[src/common/sbgt_pkg.sv]
package sbgt_pkg;

	// ----------------------------------------
	// clock selection encodings
	// ----------------------------------------
	localparam logic [1:0] SBGT_CS_INSTR = 2'h0;
	localparam logic [1:0] SBGT_CS_SYS = 2'h1;
	localparam logic [1:0] SBGT_CS_EXT = 2'h2;
	localparam logic [1:0] SBGT_CS_LFOSC = 2'h3;

	// ----------------------------------------
	// counts and reset values
	// ----------------------------------------
	localparam logic [1:0] SBGT_INSTR_DIV_LAST = 2'h3;
	localparam logic [15:0] SBGT_COUNT_RST = 16'h0000;
	localparam logic [15:0] SBGT_COUNT_MAX = 16'hFFFF;
	localparam logic [2:0] SBGT_PRE_RST = 3'h0;
	localparam logic [1:0] SBGT_FIELD_RST = 2'h0;
	localparam int SBGT_BYTE_W = 8;

	typedef struct packed {
		logic run_bit;
		logic gate_enable_bit;
		logic gate_polarity_bit;
		logic [1:0] clock_select_field;
		logic osc_enable_bit;
		logic [1:0] prescale_field;
		logic sync_disable_bit;
	} sbgt_ctrl_s;

	typedef struct packed {
		logic [15:0] count;
		logic [2:0] pre;
		logic [1:0] instr_div;
		logic overflow_flag;
		logic overflow_pulse;
		logic armed;
		logic ext_s1;
		logic ext_s2;
		logic ext_s3;
		logic ext_prev;
		logic lf_s1;
		logic lf_s2;
		logic lf_prev;
		logic gate_s1;
		logic gate_s2;
	} sbgt_state_s;

endpackage

[src/rtl/sbgt_timer.sv]
// Functional notes
// - 16-bit up counter; writing either byte loads that byte at once.
// - instruction clock source increments once per instruction cycle.
// - run bit 0 stops; run 1 counts freely or only when gate permits.
// - select 11 low-freq osc, 10 ext pin, 01 system clock, 00 sys/4.
// - system clock source gives four counts per instruction cycle.
// - external source counts on rising edges of the external clock pin.
// - external clock may be synchronised or unsynchronised.
// - counter mode needs a falling edge before the first counting rising edge.
// - prescale field divides the chosen clock by 1, 2, 4 or 8.
// - prescaler is hidden from software and cleared on any count write.
// - sync disable bit bypasses the ext_s3 retiming stage; the two input flops stay in the path.
// - asynchronous external mode keeps counting in sleep; overflow wakes.
// - switching sync mode may lose or add one count.
// - rollover from all ones to zero sets a sticky overflow flag.
// - gated counting only while gate level equals gate polarity.
`timescale 1ns/1ps
module sbgt_timer
	import sbgt_pkg::*;
(
	input wire logic clk_in,
	input wire logic rst_in,
	input wire logic run_bit_in,
	input wire logic gate_enable_bit_in,
	input wire logic gate_polarity_bit_in,
	input wire logic [1:0] clock_select_field_in,
	input wire logic osc_enable_bit_in,
	input wire logic [1:0] prescale_field_in,
	input wire logic sync_disable_bit_in,
	input wire logic sleep_in,
	input wire logic [7:0] wr_data_in,
	input wire logic wr_high_in,
	input wire logic wr_low_in,
	input wire logic flag_clear_in,
	input wire logic ext_clock_pin_in,
	input wire logic gate_pin_in,
	input wire logic low_freq_internal_osc_in,
	output logic [7:0] count_high_byte_out,
	output logic [7:0] count_low_byte_out,
	output logic overflow_flag_out,
	output logic overflow_pulse_out,
	output logic wake_out
);

	sbgt_ctrl_s ctrl;
	sbgt_state_s state_reg;
	sbgt_state_s state_next;
	sbgt_ctrl_s ctrl_reg;
	logic wake_reg;
	logic wake_next;
	logic ext_edge_async;
	logic ext_rise;
	logic ext_fall;
	logic lf_rise;
	logic gate_ok;
	logic src_tick;
	logic pre_tick;
	logic [2:0] pre_mask;
	logic ext_sel;
	logic counting;

	always_comb begin
		ctrl.run_bit = run_bit_in;
		ctrl.gate_enable_bit = gate_enable_bit_in;
		ctrl.gate_polarity_bit = gate_polarity_bit_in;
		ctrl.clock_select_field = clock_select_field_in;
		ctrl.osc_enable_bit = osc_enable_bit_in;
		ctrl.prescale_field = prescale_field_in;
		ctrl.sync_disable_bit = sync_disable_bit_in;
	end

	// ----------------------------------------
	// source and enable decode
	// ----------------------------------------
	// async path skips the retiming stage ext_s3 but still sits behind two flops;
	// it saves one cycle of latency, which is what makes sync switches slip a count
	assign ext_edge_async = state_reg.ext_s2;
	always_comb begin
		ext_sel = (ctrl_reg.clock_select_field == SBGT_CS_EXT) && !ctrl_reg.osc_enable_bit;
		if (ctrl_reg.sync_disable_bit) begin
			ext_rise = ext_edge_async && !state_reg.ext_s3;
			ext_fall = !ext_edge_async && state_reg.ext_s3;
		end else begin
			ext_rise = state_reg.ext_s3 && !state_reg.ext_prev;
			ext_fall = !state_reg.ext_s3 && state_reg.ext_prev;
		end
		lf_rise = state_reg.lf_s2 && !state_reg.lf_prev;
		gate_ok = (state_reg.gate_s2 == ctrl_reg.gate_polarity_bit);
		counting = ctrl_reg.run_bit && (!ctrl_reg.gate_enable_bit || gate_ok);
		case (ctrl_reg.clock_select_field)
			SBGT_CS_INSTR: src_tick = (state_reg.instr_div == SBGT_INSTR_DIV_LAST);
			SBGT_CS_SYS: src_tick = 1'b1;
			SBGT_CS_EXT: src_tick = ext_sel && ext_rise && state_reg.armed;
			SBGT_CS_LFOSC: src_tick = lf_rise;
			default: src_tick = 1'b0;
		endcase
		case (ctrl_reg.prescale_field)
			2'h0: pre_mask = 3'h0;
			2'h1: pre_mask = 3'h1;
			2'h2: pre_mask = 3'h3;
			default: pre_mask = 3'h7;
		endcase
		pre_tick = counting && src_tick && ((state_reg.pre & pre_mask) == pre_mask);
	end

	// ----------------------------------------
	// next state
	// ----------------------------------------
	always_comb begin
		state_next = state_reg;
		state_next.ext_s1 = ext_clock_pin_in;
		state_next.ext_s2 = state_reg.ext_s1;
		state_next.ext_s3 = state_reg.ext_s2;
		state_next.ext_prev = state_reg.ext_s3;
		state_next.lf_s1 = low_freq_internal_osc_in;
		state_next.lf_s2 = state_reg.lf_s1;
		state_next.lf_prev = state_reg.lf_s2;
		state_next.gate_s1 = gate_pin_in;
		state_next.gate_s2 = state_reg.gate_s1;
		state_next.overflow_pulse = 1'b0;
		// instruction phase runs freely, like the core's phase clocks
		state_next.instr_div = state_reg.instr_div + 2'h1;
		// only sleep freezes the synchronous paths; async external keeps going
		if (!sleep_in || (ext_sel && ctrl_reg.sync_disable_bit)) begin
			if (counting && src_tick) begin
				state_next.pre = (state_reg.pre & pre_mask) == pre_mask ? SBGT_PRE_RST : state_reg.pre + 3'h1;
			end
			if (pre_tick) begin
				state_next.count = state_reg.count + 16'h0001;
				if (state_reg.count == SBGT_COUNT_MAX) begin
					state_next.overflow_pulse = 1'b1;
				end
			end
		end
		// a falling edge re-arms; disable or write disarms
		if (!ctrl_reg.run_bit) begin
			state_next.armed = 1'b0;
		end else if (ext_fall) begin
			state_next.armed = 1'b1;
		end
		// a write wins for the byte it writes; the other byte and the overflow pulse still take a concurrent increment
		if (wr_high_in) begin
			state_next.count[15:8] = wr_data_in;
		end
		if (wr_low_in) begin
			state_next.count[7:0] = wr_data_in;
		end
		if (wr_high_in || wr_low_in) begin
			state_next.pre = SBGT_PRE_RST;
			state_next.armed = 1'b0;
		end
		// set beats clear in the same cycle
		if (flag_clear_in) begin
			state_next.overflow_flag = 1'b0;
		end
		if (state_next.overflow_pulse) begin
			state_next.overflow_flag = 1'b1;
		end
		wake_next = state_next.overflow_pulse && sleep_in;
	end

	// ----------------------------------------
	// registers
	// ----------------------------------------
	always_ff @(posedge clk_in) begin
		if (rst_in) begin
			state_reg <= '0;
			state_reg.count <= SBGT_COUNT_RST;
			state_reg.pre <= SBGT_PRE_RST;
			ctrl_reg <= '0;
			wake_reg <= 1'b0;
		end else begin
			state_reg <= state_next;
			ctrl_reg <= ctrl;
			wake_reg <= wake_next;
		end
	end

	assign count_high_byte_out = state_reg.count[15:8];
	assign count_low_byte_out = state_reg.count[7:0];
	assign overflow_flag_out = state_reg.overflow_flag;
	assign overflow_pulse_out = state_reg.overflow_pulse;
	assign wake_out = wake_reg;

endmodule

[config.mk]
export PLATFORM = sky130hd
export DESIGN_NAME = sbgt_timer
export DESIGN_NICKNAME = d
export VERILOG_FILES = /design/src/common/sbgt_pkg.sv /design/src/rtl/sbgt_timer.sv
export SDC_FILE = /design/constraint.sdc
export NUM_CORES = 1
export LEC_CHECK = 0
export BUFFER_PORTS_ARGS = -buffer_cell sky130_fd_sc_hd__buf_2
export CAP_MARGIN = 20
export CORE_MARGIN = 4
export CORE_UTILIZATION = 52
export CTS_BUF_LIST = sky130_fd_sc_hd__clkbuf_8
export CTS_CLUSTER_SIZE = 8
export DETAILED_ROUTE_END_ITERATION = 10
export GPL_ROUTABILITY_DRIVEN = 0
export PLACE_DENSITY = 0.77
export RECOVER_POWER = 100
export SLEW_MARGIN = 20
export SYNTH_ARGS = -nofsm -noshare
export SYNTH_HDL_FRONTEND = slang
export SYNTH_SLANG_ARGS = --single-unit
[constraint.sdc]
create_clock -name clk_in -period 3.84 [get_ports clk_in]
set_clock_uncertainty 0.15 [all_clocks]
set_input_delay 0.384 -clock clk_in [delete_from_list [all_inputs] [get_ports clk_in]]
set_output_delay 0.384 -clock clk_in [all_outputs]
set_load 0.05 [all_outputs]
==> impl_metrics.ini <==
[sta]
max_freq_mhz = 374.7
setup_viol = 0
finalCritPeriodShare_pct = 69.51
setup_tns_ns = 0
tightest_slew_ns = 1.655
timing.hold.ws_ns = 0.1372
finalWorstSetupSlack_ns = 1.171
hold_viol_final = 0
relSlewSlack_pct = -10.35
layout_min_cycle_time_ns = 2.669
slew_violations = 42
rsz0062_at_grt = false

[critical_path]
endpoint_kind = flop
slowest_delay_ns = 0.70
reg2reg_slack_ns = 1.17
r2r_end = count_high_byte_out[3]$_SDFFE_PP0P_
worstSetupPathType = flop to flop
arrival_ns = 2.73
crit_family = compound AO/OA/AOI/OAI gates
crit_chain = nor2_1 > a31oi_1 > a311o_1 > nor2_1 > or3b_2 > a21oi_1
slowest_stage = a311o_1
critPathMaxFanout = 18
r2r-start = ctrl_reg[4]$_SDFF_PP0_
worstPathRequired_ns = 3.90
cp.buffers_inverters = 0
reg2regPathDepth = 6
cp-start-kind = flop
cpMostUsedCell = nor2_1

[floorplanning]
core_area_um2 = 3771
die_area_um2 = 5097
io_pins = 45
die_h_um = 71.39
die_x_um = 71.39
start_util_pct = 55.41
num_rows = 22

[yosys]
synth.area.top_cells = dfxtp_1 41%, nor2b_1 6.0%, buf_4 5.7%, a21oi_1 4.1%, nor2_1 3.1%
ys_warn_count = 0
async_reset_ff_share_pct = 0
synthFlopType = dfxtp_1
synth_top_area_cell = dfxtp_1
syn-cell-area_um2 = 2090
synth_common_cells = 43 x dfxtp_1, 20 x nor2b_1, 17 x a21oi_1, 17 x nor2_1, 16 x buf_4
synth_edf_count = 0
ys_seq_area_share_pct = 41.20
syn-num-nets = 259
yosysUniqueCellTypes = 51
synth_top_area_share_pct = 41.20
synthCells = 230
avgSynthCellArea_um2 = 9.085
synth_seq_cells = 43
synth_most_common_cell = dfxtp_1

[placed_design]
place_ws_ns = 1.205
dp_hpwl_mm = 2.995
portBuffers = 44

[route]
drcViolationCount = 0
via_count = 1641
via_per_inst = 5.416
ant_nets = 0
finalWirelength_mm = 4.096
post_drt_wl_per_cell_um = 13.52
drtIter0Drc = 95
drtPass1Iterations = 4

[hold_path]
hold_depth = 2
hp-class = input port to flop
min_from = osc_enable_bit_in
hold-path-endpoint = ctrl_reg[3]$_SDFF_PP0_

[clock_tree]
cts_buffer_depth = 2
postCtsSetupBuffers = 0
cts_max_level = 2
root_buffer = clkbuf_8
cts_resized = 0
numClockSinks = 43
cts_buffers = 5
cts_tree = yes
clk_pin_slew_ns = 0.08
ctsHoldBuffers = 0
clock_latency_ns = 0.30

[global_route]
antenna_found_initial = 0
gr-usage-all-layers_pct = 16.41
grt_pass1_wl_mm = 6.637
grt_pass1_vias = 1421
grt_max_degree = 42
grt_remaining_overflow = 0

[job]
drv_cap = 1

[cells_and_area]
area_growth_pct = 7.425
layout-drive-gt1-share_pct = 16.08
layout.nets = 283
antennaDiodeCount = 0
num-fill-cells = 354

[power_and_ir_drop]
ir_worst_vdd_mv = 0.2547
power_density_nw_per_um2 = 427.5
p_leak_nw = 0.8797

[run_status]
failed_checks = max-capacitance violations, max-slew violations
outcome = finished, violations left
-- metrics by stage --
stage | total power, mW | cell area, um^2 | utilization (%) | cells
finish | 0.9596 | 2245 | 59.52 | 303
global route | 0.9973 | 2245 | 59.52 | 303
CTS | 0.9701 | 2305 | 61.11 | 303
detailed placement | 0.6241 | 2192 | 58.13 | 295
global placement | 0.6218 | 2192 | 58.13 | 295
floorplan | 0.6024 | 2090 | - | 230
-- worst reg2reg max path: stages, from the launching register on --
cell	delay (ns)
dfxtp_1	0.36
nor2_1	0.07
a31oi_1	0.34
a311o_1	0.70
nor2_1	0.32
or3b_2	0.51
a21oi_1	0.13
-- per-layer routing --
| metal | vias up | part of all wire (%) | global-route usage (%) |
|---|---|---|---|
| met5 | - | 0 | 0 |
| met4 | 0 | 0.73 | 3.758 |
| met3 | 4 | 6.9 | 5.750 |
| met2 | 50 | 47 | 26.84 |
| met1 | 758 | 45 | 20.79 |
| li1 | 829 | - | - |
-- cell families after synthesis --
logic type	Yosys count	synth area share [%]
buf+inv	36	10.12
compound gates	49	16.17
mux	1	0.4791
flops	43	41.20
fa+ha+maj	3	1.797
simple gates	86	25.21
xor+xnor	12	5.030
-- layout by cell type, fill, tap and decap left out, drive strengths merged, types with 2 or more instances in the layout --
master and count:
nand4 4, or3b 2, inv 9, xnor2 7, a311oi 3, a21oi 17, o21a 4, or3 2
nor2b 20, xor2 5, or2 3, o21bai 2, o21ai 8, a21o 4, nand2 10, buf 24
nand3b 3, nor3 8, nor2 18, dfxtp 43, ha 3, clkinv 2, clkbuf 25, a211oi 4
nor4 4, nand3 5, nor3b 2
-- power by group --
part           switching (mW)  internal [mW]
registers              0.0200          0.467
clock network           0.158          0.194
logic                  0.0817         0.0400
total                   0.259          0.700
-- area by class of cell --
class                           count  area (um^2)  area share (%)
Tap cell                           48        60.06           2.676
Multi-Input combinational cell    151        982.2           43.76
Clock inverter                      3        43.79           1.951
Sequential cell                    43        860.8           38.35
Inverter                            9        33.78           1.505
Clock buffer                        5        68.82           3.066
Timing Repair Buffer               44        195.2           8.696
-- worst max-delay path by stage --
| stage | from | to | slack, ns | cells past startpoint |
|---|---|---|---|---|
| final | ctrl_reg[4]$_SDFF_PP0_ | count_high_byte_out[3]$_SDFFE_PP0P_ | 1.17 | 6 |
| after global routing | ctrl_reg[4]$_SDFF_PP0_ | count_high_byte_out[3]$_SDFFE_PP0P_ | 0.87 | 6 |
| after detailed placement | sleep_in | count_high_byte_out[3]$_SDFFE_PP0P_ | 1.21 | 7 |
| after floorplan | ctrl_reg[4]$_SDFF_PP0_ | count_high_byte_out[0]$_SDFFE_PP0P_ | 1.94 | 8 |
| after CTS | ctrl_reg[4]$_SDFF_PP0_ | count_high_byte_out[3]$_SDFFE_PP0P_ | 1.26 | 6 |
| after global placement | sleep_in | count_high_byte_out[3]$_SDFFE_PP0P_ | 1.30 | 7 |
Power figures use the tool's default switching activity.
